## src/cidrd_pkg.sv

```systemverilog
package cidrd_pkg;

   // ----------------------------------------------------------------
   // Timing
   // ----------------------------------------------------------------
   localparam int CLK_NS      = 8;
   localparam int GUARD_S     = 15;
   localparam int TICK_NS     = 1000000;
   localparam int TICK_CYC    = TICK_NS / CLK_NS;
   localparam int GUARD_TICKS = GUARD_S * 1000;

   // ----------------------------------------------------------------
   // Limits and reset values
   // ----------------------------------------------------------------
   localparam int         REF_MAX  = 28;
   localparam logic [4:0] RING_MIN = 5'h01;
   localparam logic [4:0] RING_MAX = 5'h14;
   localparam logic [4:0] RING_RST = 5'h01;
   localparam logic [4:0] AA_RST   = 5'h00;
   localparam logic [4:0] LEN_RST  = 5'h00;

   // ----------------------------------------------------------------
   // Register map (byte addresses) and fields
   // ----------------------------------------------------------------
   localparam logic [7:0] OFF_CTRL = 8'h00;
   localparam logic [7:0] OFF_RING = 8'h04;
   localparam logic [7:0] OFF_AA   = 8'h08;
   localparam logic [7:0] OFF_LEN  = 8'h0c;
   localparam logic [7:0] OFF_CHAR = 8'h10;
   localparam logic [7:0] OFF_STAT = 8'h14;
   localparam int         CTRL_RET = 0;
   localparam int         CHAR_IDX = 8;
   localparam logic [1:0] RESP_OK  = 2'b00;
   localparam logic [1:0] RESP_ERR = 2'b10;

   // ----------------------------------------------------------------
   // Characters of the notification stream
   // ----------------------------------------------------------------
   localparam logic [7:0]  CH_0     = 8'h30;
   localparam logic [7:0]  CH_9     = 8'h39;
   localparam logic [7:0]  CH_PLUS  = 8'h2b;
   localparam logic [7:0]  CH_COMMA = 8'h2c;
   localparam logic [7:0]  CH_DASH  = 8'h2d;
   localparam logic [7:0]  CH_STAR  = 8'h2a;
   localparam logic [7:0]  CH_QUOTE = 8'h22;
   localparam logic [7:0]  CH_CR    = 8'h0d;
   localparam logic [7:0]  CH_LF    = 8'h0a;
   localparam logic [31:0] RING_STR = 32'h52494e47;
   localparam logic [63:0] CLIP_STR = 64'h2b434c49503a2022;
   localparam logic [3:0]  RING_LEN = 4'h4;
   localparam logic [3:0]  CLIP_END = 4'h7;

   // ----------------------------------------------------------------
   // Types
   // ----------------------------------------------------------------
   typedef enum logic [1:0] {
      C_IDLE  = 2'b00,
      C_RING  = 2'b01,
      C_ARMED = 2'b11,
      C_DONE  = 2'b10
   } cidrd_call_t;

   typedef enum logic [1:0] {
      P_HEAD = 2'b00,
      P_NUM  = 2'b01,
      P_SKIP = 2'b11
   } cidrd_prs_t;

   // Character allowed in a phone number
   function automatic logic cidrd_num_ch(input logic [7:0] c);
      return (c >= CH_0 && c <= CH_9) || c == CH_PLUS || c == CH_COMMA ||
             c == CH_DASH || c == CH_STAR;
   endfunction

endpackage

```

## src/cidrd_caller_match_block.sv

```systemverilog
// How it works
// [RULE1] Once the set count of RING lines is reached, the number in the following CLIP line is taken.
// [RULE2] Without wildcard a match needs equal length and equal characters.
// [RULE3] A match while the gate is high sets the match output.
// [RULE4] Gate low holds the output; clear high forces it low.
// [RULE5] With retention on, the output is offered for saving and can be restored after power-down.
// [RULE6] The reference holds at most 28 characters from + , - * and digits.
// [RULE7] The detection ring count is one setting, 1 to 20.
// [RULE8] An asterisk may end the reference or be the whole reference.
// [RULE9] A trailing asterisk needs at least one more caller digit after the prefix.
// [RULE10] A lone asterisk matches any number, plus-asterisk any international number.
// [RULE11] For 15 s after the last RING further calls have no effect.
// [RULE12] Rings counted are RING notifications from the modem.
// [RULE13] Detection never answers the call; nothing is sent to the modem.
// [RULE14] The modem is set up for auto answer by its own ring-count command.
// [RULE15] Equal counts detect at that count; a lower detect count detects first.
// [RULE16] A lower auto-answer count makes detection happen at that count.
// [RULE17] No CLIP line or a broken number means no match and no change.
`timescale 1ns/100ps
module cidrd_caller_match_block
   import cidrd_pkg::*;
#(
   parameter int TICK_CYCLES = TICK_CYC,
   parameter int GUARD_MS    = GUARD_TICKS
) (
   // Clock and reset
   input  wire logic        clk_sys_i,
   input  wire logic        rst_n_i,
   // AXI4-Lite slave
   input  wire logic [7:0]  s_axi_awaddr_i,
   input  wire logic        s_axi_awvalid_i,
   output logic             s_axi_awready_o,
   input  wire logic [31:0] s_axi_wdata_i,
   input  wire logic [3:0]  s_axi_wstrb_i,
   input  wire logic        s_axi_wvalid_i,
   output logic             s_axi_wready_o,
   output logic [1:0]       s_axi_bresp_o,
   output logic             s_axi_bvalid_o,
   input  wire logic        s_axi_bready_i,
   input  wire logic [7:0]  s_axi_araddr_i,
   input  wire logic        s_axi_arvalid_i,
   output logic             s_axi_arready_o,
   output logic [31:0]      s_axi_rdata_o,
   output logic [1:0]       s_axi_rresp_o,
   output logic             s_axi_rvalid_o,
   input  wire logic        s_axi_rready_i,
   // Modem notification characters (receive only)
   input  wire logic [7:0]  rx_data_i,
   input  wire logic        rx_valid_i,
   // Function block pins
   input  wire logic        gate_i,
   input  wire logic        clear_i,
   input  wire logic        ret_load_i,
   input  wire logic        ret_val_i,
   output logic             match_o,
   output logic             ret_data_o
);

   // ----------------------------------------------------------------
   // Declarations
   // ----------------------------------------------------------------
   logic        aw_got_r, aw_got_nxt, w_got_r, w_got_nxt, aw_rdy_nxt, w_rdy_nxt;
   logic [7:0]  awaddr_r, awaddr_nxt, wa;
   logic [31:0] wdata_r, wdata_nxt, wd;
   logic [3:0]  wstrb_r, wstrb_nxt, ws;
   logic        bvalid_nxt, rvalid_nxt, ar_rdy_nxt, do_wr, mem_we;
   logic [1:0]  bresp_nxt, rresp_nxt;
   logic [31:0] rdata_nxt;
   logic        ret_en_r, ret_en_nxt;
   logic [4:0]  ring_set_r, ring_set_nxt, aa_set_r, aa_set_nxt, len_r, len_nxt;
   logic        ring_p, start_p, char_p, end_p, num_ok;
   logic [7:0]  num_data, ref_q;
   cidrd_call_t st_r, st_nxt;
   logic [4:0]  cnt_r, cnt_nxt, pos_r, pos_nxt, thr;
   logic        eq_r, eq_nxt, wild_r, wild_nxt, hit, eval, match_nxt;
   logic [31:0] tick_r, tick_nxt;
   logic [15:0] guard_r, guard_nxt;
   logic        tick, expire;

   // ----------------------------------------------------------------
   // Submodules
   // ----------------------------------------------------------------
   cidrd_parser u_parser ( // RULE13
      .clk_sys_i   (clk_sys_i),
      .rst_n_i     (rst_n_i),
      .rx_data_i   (rx_data_i),
      .rx_valid_i  (rx_valid_i),
      .ring_o      (ring_p),
      .num_start_o (start_p),
      .num_char_o  (char_p),
      .num_end_o   (end_p),
      .num_ok_o    (num_ok),
      .num_data_o  (num_data)
   );

   cidrd_ref_mem #(.DEPTH(REF_MAX), .WIDTH(8), .AW(5)) u_ref (
      .clk_sys_i (clk_sys_i),
      .we_i      (mem_we),
      .waddr_i   (wd[CHAR_IDX +: 5]),
      .wdata_i   (wd[7:0]),
      .raddr_i   (pos_r),
      .rdata_o   (ref_q)
   );

   // ----------------------------------------------------------------
   // AXI4-Lite write path and settings
   // ----------------------------------------------------------------
   // Address and data taken in either order, answered once both held
   always_comb begin
      aw_got_nxt   = aw_got_r || (s_axi_awvalid_i && s_axi_awready_o);
      w_got_nxt    = w_got_r || (s_axi_wvalid_i && s_axi_wready_o);
      awaddr_nxt   = (s_axi_awvalid_i && s_axi_awready_o) ? s_axi_awaddr_i : awaddr_r;
      wdata_nxt    = (s_axi_wvalid_i && s_axi_wready_o) ? s_axi_wdata_i : wdata_r;
      wstrb_nxt    = (s_axi_wvalid_i && s_axi_wready_o) ? s_axi_wstrb_i : wstrb_r;
      wa           = awaddr_nxt;
      wd           = wdata_nxt;
      ws           = wstrb_nxt;
      do_wr        = aw_got_nxt && w_got_nxt && !s_axi_bvalid_o;
      bvalid_nxt   = s_axi_bvalid_o && !s_axi_bready_i;
      bresp_nxt    = s_axi_bresp_o;
      ret_en_nxt   = ret_en_r;
      ring_set_nxt = ring_set_r;
      aa_set_nxt   = aa_set_r;
      len_nxt      = len_r;
      mem_we       = 1'b0;
      if (do_wr) begin
         aw_got_nxt = 1'b0;
         w_got_nxt  = 1'b0;
         bvalid_nxt = 1'b1;
         bresp_nxt  = RESP_OK;
         unique case (wa)
            OFF_CTRL: if (ws[0]) ret_en_nxt = wd[CTRL_RET];
            OFF_RING: begin
               // Out-of-range ring counts are refused
               if (wd[31:5] != '0 || wd[4:0] < RING_MIN || wd[4:0] > RING_MAX) begin // RULE7
                  bresp_nxt = RESP_ERR;
               end else if (ws[0]) begin
                  ring_set_nxt = wd[4:0];
               end
            end
            OFF_AA: begin
               if (wd[31:5] != '0) bresp_nxt = RESP_ERR;
               else if (ws[0]) aa_set_nxt = wd[4:0];
            end
            OFF_LEN: begin
               if (wd[31:5] != '0 || 32'(wd[4:0]) > REF_MAX) bresp_nxt = RESP_ERR; // RULE6
               else if (ws[0]) len_nxt = wd[4:0];
            end
            OFF_CHAR: begin
               // Only the number alphabet may enter the reference
               if (!cidrd_num_ch(wd[7:0]) || 32'(wd[CHAR_IDX +: 5]) >= REF_MAX) begin // RULE6
                  bresp_nxt = RESP_ERR;
               end else begin
                  mem_we = ws[0] && ws[1];
               end
            end
            default: bresp_nxt = RESP_ERR;
         endcase
      end
      aw_rdy_nxt = !aw_got_nxt && !bvalid_nxt;
      w_rdy_nxt  = !w_got_nxt && !bvalid_nxt;
   end

   always_ff @(posedge clk_sys_i) begin
      if (!rst_n_i) begin
         aw_got_r        <= 1'b0;
         w_got_r         <= 1'b0;
         awaddr_r        <= '0;
         wdata_r         <= '0;
         wstrb_r         <= '0;
         s_axi_awready_o <= 1'b0;
         s_axi_wready_o  <= 1'b0;
         s_axi_bvalid_o  <= 1'b0;
         s_axi_bresp_o   <= RESP_OK;
         ret_en_r        <= 1'b0;
         ring_set_r      <= RING_RST;
         aa_set_r        <= AA_RST;
         len_r           <= LEN_RST;
      end else begin
         aw_got_r        <= aw_got_nxt;
         w_got_r         <= w_got_nxt;
         awaddr_r        <= awaddr_nxt;
         wdata_r         <= wdata_nxt;
         wstrb_r         <= wstrb_nxt;
         s_axi_awready_o <= aw_rdy_nxt;
         s_axi_wready_o  <= w_rdy_nxt;
         s_axi_bvalid_o  <= bvalid_nxt;
         s_axi_bresp_o   <= bresp_nxt;
         ret_en_r        <= ret_en_nxt;
         ring_set_r      <= ring_set_nxt;
         aa_set_r        <= aa_set_nxt;
         len_r           <= len_nxt;
      end
   end

   // ----------------------------------------------------------------
   // AXI4-Lite read path
   // ----------------------------------------------------------------
   always_comb begin
      rvalid_nxt = s_axi_rvalid_o && !s_axi_rready_i;
      rdata_nxt  = s_axi_rdata_o;
      rresp_nxt  = s_axi_rresp_o;
      if (s_axi_arvalid_i && s_axi_arready_o) begin
         rvalid_nxt = 1'b1;
         rresp_nxt  = RESP_OK;
         rdata_nxt  = '0;
         unique case (s_axi_araddr_i)
            OFF_CTRL: rdata_nxt[CTRL_RET] = ret_en_r;
            OFF_RING: rdata_nxt[4:0] = ring_set_r;
            OFF_AA:   rdata_nxt[4:0] = aa_set_r;
            OFF_LEN:  rdata_nxt[4:0] = len_r;
            OFF_CHAR: rdata_nxt = '0;
            OFF_STAT: rdata_nxt = {19'h0, cnt_r, 4'h0, guard_r != '0, st_r, match_o};
            default:  rresp_nxt = RESP_ERR;
         endcase
      end
      ar_rdy_nxt = !rvalid_nxt;
   end

   always_ff @(posedge clk_sys_i) begin
      if (!rst_n_i) begin
         s_axi_arready_o <= 1'b0;
         s_axi_rvalid_o  <= 1'b0;
         s_axi_rdata_o   <= '0;
         s_axi_rresp_o   <= RESP_OK;
      end else begin
         s_axi_arready_o <= ar_rdy_nxt;
         s_axi_rvalid_o  <= rvalid_nxt;
         s_axi_rdata_o   <= rdata_nxt;
         s_axi_rresp_o   <= rresp_nxt;
      end
   end

   // ----------------------------------------------------------------
   // Call sequence, comparison, guard time and match output
   // ----------------------------------------------------------------
   // A lower nonzero auto-answer count wins, since the modem stops ringing there
   assign thr  = (aa_set_r != '0 && aa_set_r < ring_set_r) ? aa_set_r : ring_set_r; // RULE15 RULE16
   assign eval = end_p && num_ok && st_r == C_ARMED;
   // Wildcard needs at least one caller digit in the star position
   assign hit  = eq_r && len_r != '0 && (wild_r ? pos_r >= len_r : pos_r == len_r); // RULE2 RULE9
   assign tick   = tick_r == 32'(TICK_CYCLES - 1);
   assign expire = tick && guard_r == 16'h0001 && !ring_p;

   always_comb begin
      st_nxt    = st_r;
      cnt_nxt   = cnt_r;
      pos_nxt   = pos_r;
      eq_nxt    = eq_r;
      wild_nxt  = wild_r;
      tick_nxt  = tick ? '0 : tick_r + 32'h1;
      guard_nxt = guard_r;
      match_nxt = match_o;
      // Only modem RING lines advance the counter; no transmit path exists
      unique case (st_r)
         C_IDLE, C_RING: begin
            if (ring_p) begin // RULE12
               cnt_nxt = (cnt_r == 5'h1f) ? cnt_r : cnt_r + 5'h1;
               st_nxt  = (cnt_nxt >= thr) ? C_ARMED : C_RING; // RULE1
            end
         end
         C_ARMED: if (eval) st_nxt = C_DONE;
         C_DONE:  st_nxt = C_DONE; // RULE11
      endcase
      // Number capture, only for the armed call
      if (st_r == C_ARMED && start_p) begin
         pos_nxt  = '0;
         eq_nxt   = 1'b1;
         wild_nxt = 1'b0;
      end else if (st_r == C_ARMED && char_p) begin
         pos_nxt = (pos_r == 5'h1f) ? pos_r : pos_r + 5'h1;
         if (!cidrd_num_ch(num_data)) begin
            eq_nxt = 1'b0; // RULE17
         end else if (pos_r < len_r) begin
            if (ref_q == CH_STAR && pos_r == len_r - 5'h1) wild_nxt = 1'b1; // RULE8 RULE10
            else if (ref_q != num_data) eq_nxt = 1'b0; // RULE2
         end else if (!wild_r) begin
            eq_nxt = 1'b0; // RULE2
         end
      end
      // Each RING restarts the guard; its end closes the call
      if (ring_p) guard_nxt = 16'(GUARD_MS); // RULE11
      else if (tick && guard_r != '0) guard_nxt = guard_r - 16'h1;
      if (expire) begin
         st_nxt  = C_IDLE;
         cnt_nxt = '0;
      end
      // Clear beats restore beats a fresh hit
      if (clear_i) match_nxt = 1'b0; // RULE4
      else if (ret_load_i) match_nxt = ret_en_r ? ret_val_i : match_o; // RULE5
      else if (eval && hit && gate_i) match_nxt = 1'b1; // RULE3
   end

   always_ff @(posedge clk_sys_i) begin
      if (!rst_n_i) begin
         st_r       <= C_IDLE;
         cnt_r      <= '0;
         pos_r      <= '0;
         eq_r       <= 1'b0;
         wild_r     <= 1'b0;
         tick_r     <= '0;
         guard_r    <= '0;
         match_o    <= 1'b0;
         ret_data_o <= 1'b0;
      end else begin
         st_r       <= st_nxt;
         cnt_r      <= cnt_nxt;
         pos_r      <= pos_nxt;
         eq_r       <= eq_nxt;
         wild_r     <= wild_nxt;
         tick_r     <= tick_nxt;
         guard_r    <= guard_nxt;
         match_o    <= match_nxt;
         ret_data_o <= ret_en_r && match_nxt; // RULE5
      end
   end
endmodule

```

## src/cidrd_ref_mem.sv

```systemverilog
`timescale 1ns/100ps
module cidrd_ref_mem #(
   parameter int DEPTH = 28,
   parameter int WIDTH = 8,
   parameter int AW    = 5
) (
   // Clock
   input  wire logic             clk_sys_i,
   // Write port
   input  wire logic             we_i,
   input  wire logic [AW-1:0]    waddr_i,
   input  wire logic [WIDTH-1:0] wdata_i,
   // Read port
   input  wire logic [AW-1:0]    raddr_i,
   output logic      [WIDTH-1:0] rdata_o
);

   logic [WIDTH-1:0] mem [DEPTH];

   // Registered read; out-of-range addresses read zero
   always_ff @(posedge clk_sys_i) begin
      if (we_i && 32'(waddr_i) < DEPTH) begin
         mem[waddr_i] <= wdata_i;
      end
      rdata_o <= (32'(raddr_i) < DEPTH) ? mem[raddr_i] : '0;
   end

endmodule

```

## src/cidrd_parser.sv

```systemverilog
`timescale 1ns/100ps
module cidrd_parser
   import cidrd_pkg::*;
(
   // Clock and reset
   input  wire logic       clk_sys_i,
   input  wire logic       rst_n_i,
   // Modem character stream
   input  wire logic [7:0] rx_data_i,
   input  wire logic       rx_valid_i,
   // Decoded events
   output logic            ring_o,
   output logic            num_start_o,
   output logic            num_char_o,
   output logic            num_end_o,
   output logic            num_ok_o,
   output logic [7:0]      num_data_o
);

   cidrd_prs_t st_r, st_nxt;
   logic [3:0] idx_r, idx_nxt;
   logic       rok_r, rok_nxt, cok_r, cok_nxt;
   logic       ring_nxt, start_nxt, char_nxt, end_nxt, ok_nxt;
   logic [7:0] dat_nxt;
   logic       eol;

   assign eol = rx_data_i == CH_CR || rx_data_i == CH_LF;

   // ----------------------------------------------------------------
   // Line decoder: RING lines and the quoted number of a CLIP line
   // ----------------------------------------------------------------
   always_comb begin
      st_nxt    = st_r;
      idx_nxt   = idx_r;
      rok_nxt   = rok_r;
      cok_nxt   = cok_r;
      ring_nxt  = 1'b0;
      start_nxt = 1'b0;
      char_nxt  = 1'b0;
      end_nxt   = 1'b0;
      ok_nxt    = num_ok_o;
      dat_nxt   = rx_valid_i ? rx_data_i : num_data_o;
      if (rx_valid_i) begin
         unique case (st_r)
            P_HEAD: begin
               if (eol) begin
                  ring_nxt = rok_r && idx_r == RING_LEN;
                  idx_nxt  = '0;
                  rok_nxt  = 1'b1;
                  cok_nxt  = 1'b1;
               end else begin
                  rok_nxt = rok_r && idx_r < RING_LEN &&
                            rx_data_i == RING_STR[{~idx_r[1:0], 3'b000} +: 8];
                  cok_nxt = cok_r && idx_r <= CLIP_END &&
                            rx_data_i == CLIP_STR[{~idx_r[2:0], 3'b000} +: 8];
                  idx_nxt = (idx_r == 4'hf) ? idx_r : idx_r + 4'h1;
                  if (cok_nxt && idx_r == CLIP_END) begin
                     st_nxt    = P_NUM;
                     start_nxt = 1'b1;
                  end
               end
            end
            P_NUM: begin
               if (rx_data_i == CH_QUOTE) begin
                  end_nxt = 1'b1;
                  ok_nxt  = 1'b1;
                  st_nxt  = P_SKIP;
               end else if (eol) begin
                  // Unterminated number is reported as broken
                  end_nxt = 1'b1;
                  ok_nxt  = 1'b0;
                  st_nxt  = P_HEAD;
                  idx_nxt = '0;
                  rok_nxt = 1'b1;
                  cok_nxt = 1'b1;
               end else begin
                  char_nxt = 1'b1;
               end
            end
            P_SKIP: begin
               if (eol) begin
                  st_nxt  = P_HEAD;
                  idx_nxt = '0;
                  rok_nxt = 1'b1;
                  cok_nxt = 1'b1;
               end
            end
            default: st_nxt = P_HEAD;
         endcase
      end
   end

   always_ff @(posedge clk_sys_i) begin
      if (!rst_n_i) begin
         st_r        <= P_HEAD;
         idx_r       <= '0;
         rok_r       <= 1'b1;
         cok_r       <= 1'b1;
         ring_o      <= 1'b0;
         num_start_o <= 1'b0;
         num_char_o  <= 1'b0;
         num_end_o   <= 1'b0;
         num_ok_o    <= 1'b0;
         num_data_o  <= '0;
      end else begin
         st_r        <= st_nxt;
         idx_r       <= idx_nxt;
         rok_r       <= rok_nxt;
         cok_r       <= cok_nxt;
         ring_o      <= ring_nxt;
         num_start_o <= start_nxt;
         num_char_o  <= char_nxt;
         num_end_o   <= end_nxt;
         num_ok_o    <= ok_nxt;
         num_data_o  <= dat_nxt;
      end
   end

endmodule

```

## config.mk

```make
export PLATFORM = sky130hd
export DESIGN_NAME = cidrd_caller_match_block
export DESIGN_NICKNAME = d
export VERILOG_FILES = /design/src/cidrd_pkg.sv /design/src/cidrd_caller_match_block.sv /design/src/cidrd_ref_mem.sv /design/src/cidrd_parser.sv
export SDC_FILE = /design/constraint.sdc
export NUM_CORES = 1
export LEC_CHECK = 0
export BUFFER_PORTS_ARGS = -buffer_cell sky130_fd_sc_hd__buf_2
export CAP_MARGIN = 20
export CELL_PAD_IN_SITES_DETAIL_PLACEMENT = 0
export CELL_PAD_IN_SITES_GLOBAL_PLACEMENT = 1
export CORE_MARGIN = 5
export CORE_UTILIZATION = 45
export DETAILED_ROUTE_END_ITERATION = 10
export PLACE_DENSITY_LB_ADDON = 0.12
export SYNTH_ARGS = -nofsm -noshare
export SYNTH_HDL_FRONTEND = slang
export SYNTH_SLANG_ARGS = --single-unit
```

## constraint.sdc

```tcl
create_clock -name clk_sys_i -period 13.06 [get_ports clk_sys_i]
set_clock_uncertainty 0.05 [all_clocks]
set_input_delay 3.918 -clock clk_sys_i [delete_from_list [all_inputs] [get_ports clk_sys_i]]
set_output_delay 3.918 -clock clk_sys_i [all_outputs]
set_load 0.005 [all_outputs]
```

* Word level (Yosys, flattened, before mapping)
Memories as Yosys holds them, arrays and structs flattened. A register that Yosys moved wholly into a read port is not among the register bits.
Cells that the tools add are included.
** Cells by class
- Add/sub/neg operators :: 6
- Order comparisons :: 16
- Equality and inequality tests :: 47
- Shifts and indexed selects :: 2
- Multiplexer cells :: 65
- Bitwise gates (word level) :: 10
- Reduce and logical (&&, ||, !) cells :: 93
** Operators with widths (number)
- $eq 8x6->1 const B :: 10
- $shiftx 64x7->8 const A :: 1
- $eq 8x4->1 const B :: 6
- $logic_and 1x1->1 :: 33
- $mux 1 :: 33
- $add 32x1->32 const B :: 1
- $eq 32x17->1 const B :: 1
- $mux 32 :: 1
- $shiftx 32x6->8 const A :: 1
- $mux 14 :: 2
- $reduce_and 4->1 :: 7
- $reduce_bool 27->1 :: 1
- $mux 2 :: 13
- $eq 8x5->1 const B :: 3
- $eq 16x1->1 const B :: 1
- $eq 8x3->1 const B :: 2
- $eq 8x8->1 :: 2
- $ge 8x6->1 const B :: 2
- $le 8x6->1 const B :: 2
- $logic_not 8->1 :: 2
- $mux 4 :: 4
- $mux 8 :: 2
- $pmux 4 s4 :: 1
- $reduce_bool 16->1 :: 1
- 44 further kinds :: 107
** Word-level totals
- Register bits after elaboration :: 186
- RAM bits :: 224
- Output and inout bits :: 43
- Memories :: 1
** Memories
- u_ref.mem :: words 28, width 8, read ports 1, clocked after Yosys merged registers in 1, write ports 1, line cidrd_ref_mem.sv:18 : logic [WIDTH-1:0] mem [DEPTH];

* Longest topological paths before layout
- Depth after elaboration :: 16
- Gate-level depth with buffers :: 14

* Cells and area by module
Synthesis repeated with hierarchy kept, for this count alone.
** Unflattened totals
- Cell total of the unflattened synthesis :: 1571
- Area, all modules :: 17782.1 um^2
** Modules (own cells, without submodules)
- cidrd_ref_mem :: instances 1, cells each 513, area each 9034.9 um^2, sequential area each 6886.6 um^2
- cidrd_caller_match_block :: instances 1, cells each 884, area each 7283.2 um^2, sequential area each 2822.7 um^2
- cidrd_parser :: instances 1, cells each 174, area each 1463.9 um^2, sequential area each 420.4 um^2

* Least setup slack after synthesis
OpenSTA, ideal clock, no wires.
- Kind :: in2reg
- Start point :: input port s_axi_wvalid_i
- End point :: memory u_ref.mem[16][0], enable pin
- Library setup time :: 0.370 ns
- Arrival time :: 6.912 ns
- Data required time :: 12.640 ns
- Setup slack :: 5.727 ns
- Stages on the path :: 7
- Path buffers :: 1
- Path through :: and2_1 > buf_2 > o21ai_0 > a2bb2oi_1 > nor4_1 > nand2_1 > nor2_1
** Between the ends
- Word-level cells in the longest chain between the ends :: 16
- Elaborated cells between the ends (all ways) :: 28
- Those cells by class :: order compare (4); eq/ne (4); mux (7); reduce/logical (13)
** Ends and longest elaborated chain
- from (decl) :: line cidrd_caller_match_block.sv:35 : input wire logic s_axi_wvalid_i,
- $logic_and 1x1->1 (*) :: line cidrd_caller_match_block.sv:113 : wdata_nxt = (s_axi_wvalid_i && s_axi_wready_o) ? s_axi_wdata_i : wdata_r;
- $mux 32 (*) :: line cidrd_caller_match_block.sv:113
- named net u_ref.wdata_i[4] :: line cidrd_ref_mem.sv:12 : input wire logic [WIDTH-1:0] wdata_i,
- $ge 8x6->1 / $le 8x6->1 (equally long branches) :: line cidrd_pkg.sv:71 : return (c >= CH_0 && c <= CH_9) || c == CH_PLUS || c == CH_COMMA ||
- $logic_and 1x1->1 :: line cidrd_pkg.sv:71
- $logic_or 1x1->1 (3 in a row) :: line cidrd_pkg.sv:71
- $logic_or 1x1->1 (*) :: line cidrd_pkg.sv:72 : c == CH_DASH || c == CH_STAR;
- $logic_not 1->1 (*) :: line cidrd_caller_match_block.sv:151 : if (!cidrd_num_ch(wd[7:0]) || 32'(wd[CHAR_IDX +: 5]) >= REF_MAX) begin
- $logic_or 1x1->1 (*) :: line cidrd_caller_match_block.sv:151
- $mux 1 (*) :: line cidrd_caller_match_block.sv:151
- $mux 1 (*) :: line cidrd_caller_match_block.sv:131 : unique case (wa)
- $mux 1 (*) :: line cidrd_caller_match_block.sv:126 : if (do_wr) begin
- $logic_and 1x1->1 (*) :: line cidrd_ref_mem.sv:22 : if (we_i && 32'(waddr_i) < DEPTH) begin
- $mux 1 (*) :: line cidrd_ref_mem.sv:22
- $mux 1 (implied by the code) (*) :: line cidrd_ref_mem.sv:23 : mem[waddr_i] <= wdata_i;
- to (decl) :: line cidrd_ref_mem.sv:18
Mark *: on every way through the listed nets, which the timed path passes. The rest lies on a longest branch.

* Worst setup path after layout
- Start point :: input port s_axi_wvalid_i
- End point :: memory u_ref.mem[7][2], enable pin
** Between the ends
- Word-level cells in the longest chain between the ends :: 16
- Elaborated cells between the ends (all ways) :: 28
- Those cells by class :: order compare (4); eq/ne (4); mux (7); reduce/logical (13)
** Ends and longest elaborated chain (line)
- $logic_and 1x1->1 (*) :: cidrd_caller_match_block.sv:111, cidrd_caller_match_block.sv:113, cidrd_caller_match_block.sv:114
- $mux 32 :: cidrd_caller_match_block.sv:113
- $ge 8x6->1 / $le 8x6->1 (equally long branches) :: cidrd_pkg.sv:71
- $logic_and 1x1->1 :: cidrd_pkg.sv:71
- $logic_or 1x1->1 (3 in a row) :: cidrd_pkg.sv:71
- $logic_or 1x1->1 :: cidrd_pkg.sv:72
- $logic_not 1->1 :: cidrd_caller_match_block.sv:151
- $logic_or 1x1->1 :: cidrd_caller_match_block.sv:151
- $mux 1 :: cidrd_caller_match_block.sv:151
- $mux 1 :: cidrd_caller_match_block.sv:131
- $mux 1 :: cidrd_caller_match_block.sv:126
- $logic_and 1x1->1 :: cidrd_ref_mem.sv:22
- $mux 1 :: cidrd_ref_mem.sv:22
- $mux 1 (implied by the code) :: cidrd_ref_mem.sv:23
Mark *: on every way between the ends. The rest lies on a longest branch, timed or not.

==> metrics.txt <==
Yosys reg bits 394; slowest CP cell nor2_1; combinational power share 0.053; CTS tree built; wire length per cell 19.37 µm; global routing usage on met2 0.2919; Layout Nets 1606; most instantiated library cell after synthesis edfxtp_1; setup TNS 0 ns; vias per cell 5.405; die width 207.7 µm; EDFF count, synth 224; Post-Syn Instances 1415; multi-input logic area 6945 µm²; Reg power frac 0.497; startpoint class of the critical path primary input; IO Port Bufs 88; Setup crit end kind flop; PD cells 135.2 nW/µm²; Slew @ Worst Pin 1.116 ns; Core ar. 38650 µm²; met3 Use GR 0.03869; status finished, final reports clean; starting utilization of the core area 0.4550; GRT Overall Usage 0.1821; most frequent cells after synthesis edfxtp_1, dfxtp_1, nand2_1; io pins 115; first-pass GRT wire length 63020 µm; fin. max-slew vios 0; Hold WC Path Type reg2reg; cell family with most CP delay simple AND/OR/NAND/NOR gates; maximum VDD drop 0.0001283 V; register area 10130 µm²; filler instances 3417; Die Area 43130 µm²; largest net degree at the start of global routing 92; Synth cell types 81; ys flop type edfxtp_1; CP startpoint s_axi_wvalid_i; critical path class in2reg; Setup Buffers After CTS 0; clk buf depth 3; fin crit share 0.5228; final setup fails 0; DPL Wire Length 26140 µm; clk_lat worst skew 0.58 ns; initial antenna violation count 0; RD Place Congestion 0.7735; sw power 0.6055 mW; P_int 2.094 mW; Warnings, synthesis 0; post_cts resized 0; switching share of power 0.2243; clock share of power 0.450; f_max 146.5 MHz; Placed Cells 1974; cell taking the most area after synthesis edfxtp_1; gr busiest metal met2; top-area cell type share of the netlist area 0.3826; Sink Count 394; Final Hold Fails 0; diode count 0; top post-synthesis cells by area edfxtp_1, dfxtp_1, mux4_2; DRC 0; Via Count 11129; hold_buf cts 0; Iter 0 DRT Violations 718; Layout area overhead 13.55%; fin cells 2059; H-Tree Level Count 2; layout cell share with drive strength beyond 1 0.1791; Worst Path Buf+Inv 3; TritonRoute pass-1 iters 5; grt ovf 0; crit path cell chain buf_2, nand2_1, buf_4, mux2i_1, or2_2, nor4_1, buf_4, nand2_1, nor2_1; Worst-path clk slew 0.06 ns; CP required 13.20 ns; die height 207.7 µm; vias in the first global route 10961; Critical R2R Launch s_axi_wready_o$_SDFF_PN0_; antenna viol nets, final 0; hold_ws 0.4036 ns; CTS Root Buffer Type clkbuf_16; slew margin rel. 0.2524; largest fanout on the critical path 26; wirelength, routed 39870 µm; minimum clock period 6.828 ns; Max Cap Viol 0; RSZ-0062 raised after global routing false; Critical Path AT 6.97 ns; number of CTS-inserted buffers 44; Lkg Pwr 6.915 nW; register area share after synthesis 0.5761; M1 GR Usage 0.2586; num rows 72; Post-synth ARST share 0; Mean Syn Cell Area 12.43 µm²; post-synth design cell area 17580 µm²; startpoint of the worst hold path u_parser.num_end_o$_SDFF_PN0_; max incr delay on CP 0.64 ns
worst paths after layout:
path / to / slack (ns) / cells after the start
max: u_ref.mem[7][2]$_DFFE_PP_ / 6.23 / 9
min: st_r[0]$_SDFFE_PP0P_ / 0.40 / 1
max reg2reg: u_ref.mem[7][2]$_DFFE_PP_ / 8.92 / 8
min reg2reg: st_r[0]$_SDFFE_PP0P_ / 0.40 / 1
cells by family (layout without fill, tap and decap cells):
family	count (synthesis)	after routing	synth area share
simple gates	475	475	0.1390
buf+inv	130	233	0.03423
compound gates	189	189	0.07621
flops	394	394	0.5761
other cells	1	24	0.0002133
fa+ha+maj	27	27	0.01921
xor+xnor	71	71	0.03537
mux	128	128	0.1196
power by group through the flow:
stage	registers [mW]	logic (mW)	clock network [mW]
final	1.34	0.143	1.21
after global routing	1.34	0.158	1.30
after CTS	1.34	0.138	1.25
after detailed placement	1.37	0.137	0
after global placement	1.37	0.136	0
after floorplan	1.36	0.0944	0
cell usage in the layout (no fill, tap or decap), types with 13 or more instances in the layout:
master | netlist | routed
a21boi_0 | 34 | 34
a21oi_1 | 27 | 27
and3_1 | 14 | 14
buf_2 | 10 | 88
buf_4 | 25 | 15
clkbuf_16 | 0 | 45
conb_1 | 1 | 24
dfxtp_1 | 170 | 168
edfxtp_1 | 224 | 224
ha_1 | 27 | 27
inv_1 | 45 | 45
mux2_2 | 13 | 13
mux2i_1 | 50 | 50
mux4_2 | 64 | 64
nand2_1 | 134 | 134
nand2b_1 | 17 | 17
nand3_1 | 35 | 35
nand4_1 | 17 | 17
nor2_1 | 123 | 123
nor2b_1 | 18 | 18
nor3_1 | 15 | 15
nor4_1 | 18 | 18
o21ai_0 | 32 | 31
o22ai_1 | 13 | 13
xnor2_1 | 36 | 36
xor2_1 | 35 | 35
final cells by class:
class | instances | area share
sequential | 394 | 0.5076
clock buffer | 60 | 0.06073
inverter | 46 | 0.008648
timing repair buffer | 107 | 0.03221
clock inverter | 20 | 0.01047
multi-input combinational | 914 | 0.3479
tap | 518 | 0.03246
metal layers:
layer | vias up | share of wire | wire, µm
li1 | 5390 | - | -
met4 | 0 | 0.017 | 681
met3 | 53 | 0.052 | 2074
met2 | 232 | 0.47 | 18750
met1 | 5454 | 0.46 | 18370
met5 | - | 0 | 0
state kept, by name, indices dropped and copies added (netlist names), 2 cells and up:
name,cells
awaddr_r,8
guard_r,16
pos_r,5
u_ref.mem,224
aa_set_r,5
ring_set_r,5
tick_r,32
u_parser.idx_r,4
st_r,2
s_axi_rdata_o,10
u_parser.num_data_o,8
cnt_r,5
u_parser.st_r,2
wdata_r,32
wstrb_r,2
len_r,5
u_ref.rdata_o,8
per-stage QoR:
stage / total power, mW / instance area (µm²) / setup WS, ns / utilization
2_1_floorplan: 1.457 / 17670 / 5.727 / -
3_3_place_gp: 1.504 / 18450 / 5.578 / 0.4773
3_5_place_dp: 1.506 / 18450 / 5.605 / 0.4773
4_1_cts: 2.729 / 19870 / 6.187 / 0.5141
5_1_grt: 2.802 / 19970 / 5.941 / 0.5166
6_report: 2.700 / 19970 / 6.232 / 0.5166
No activity file was read; power rests on OpenSTA's default activity.
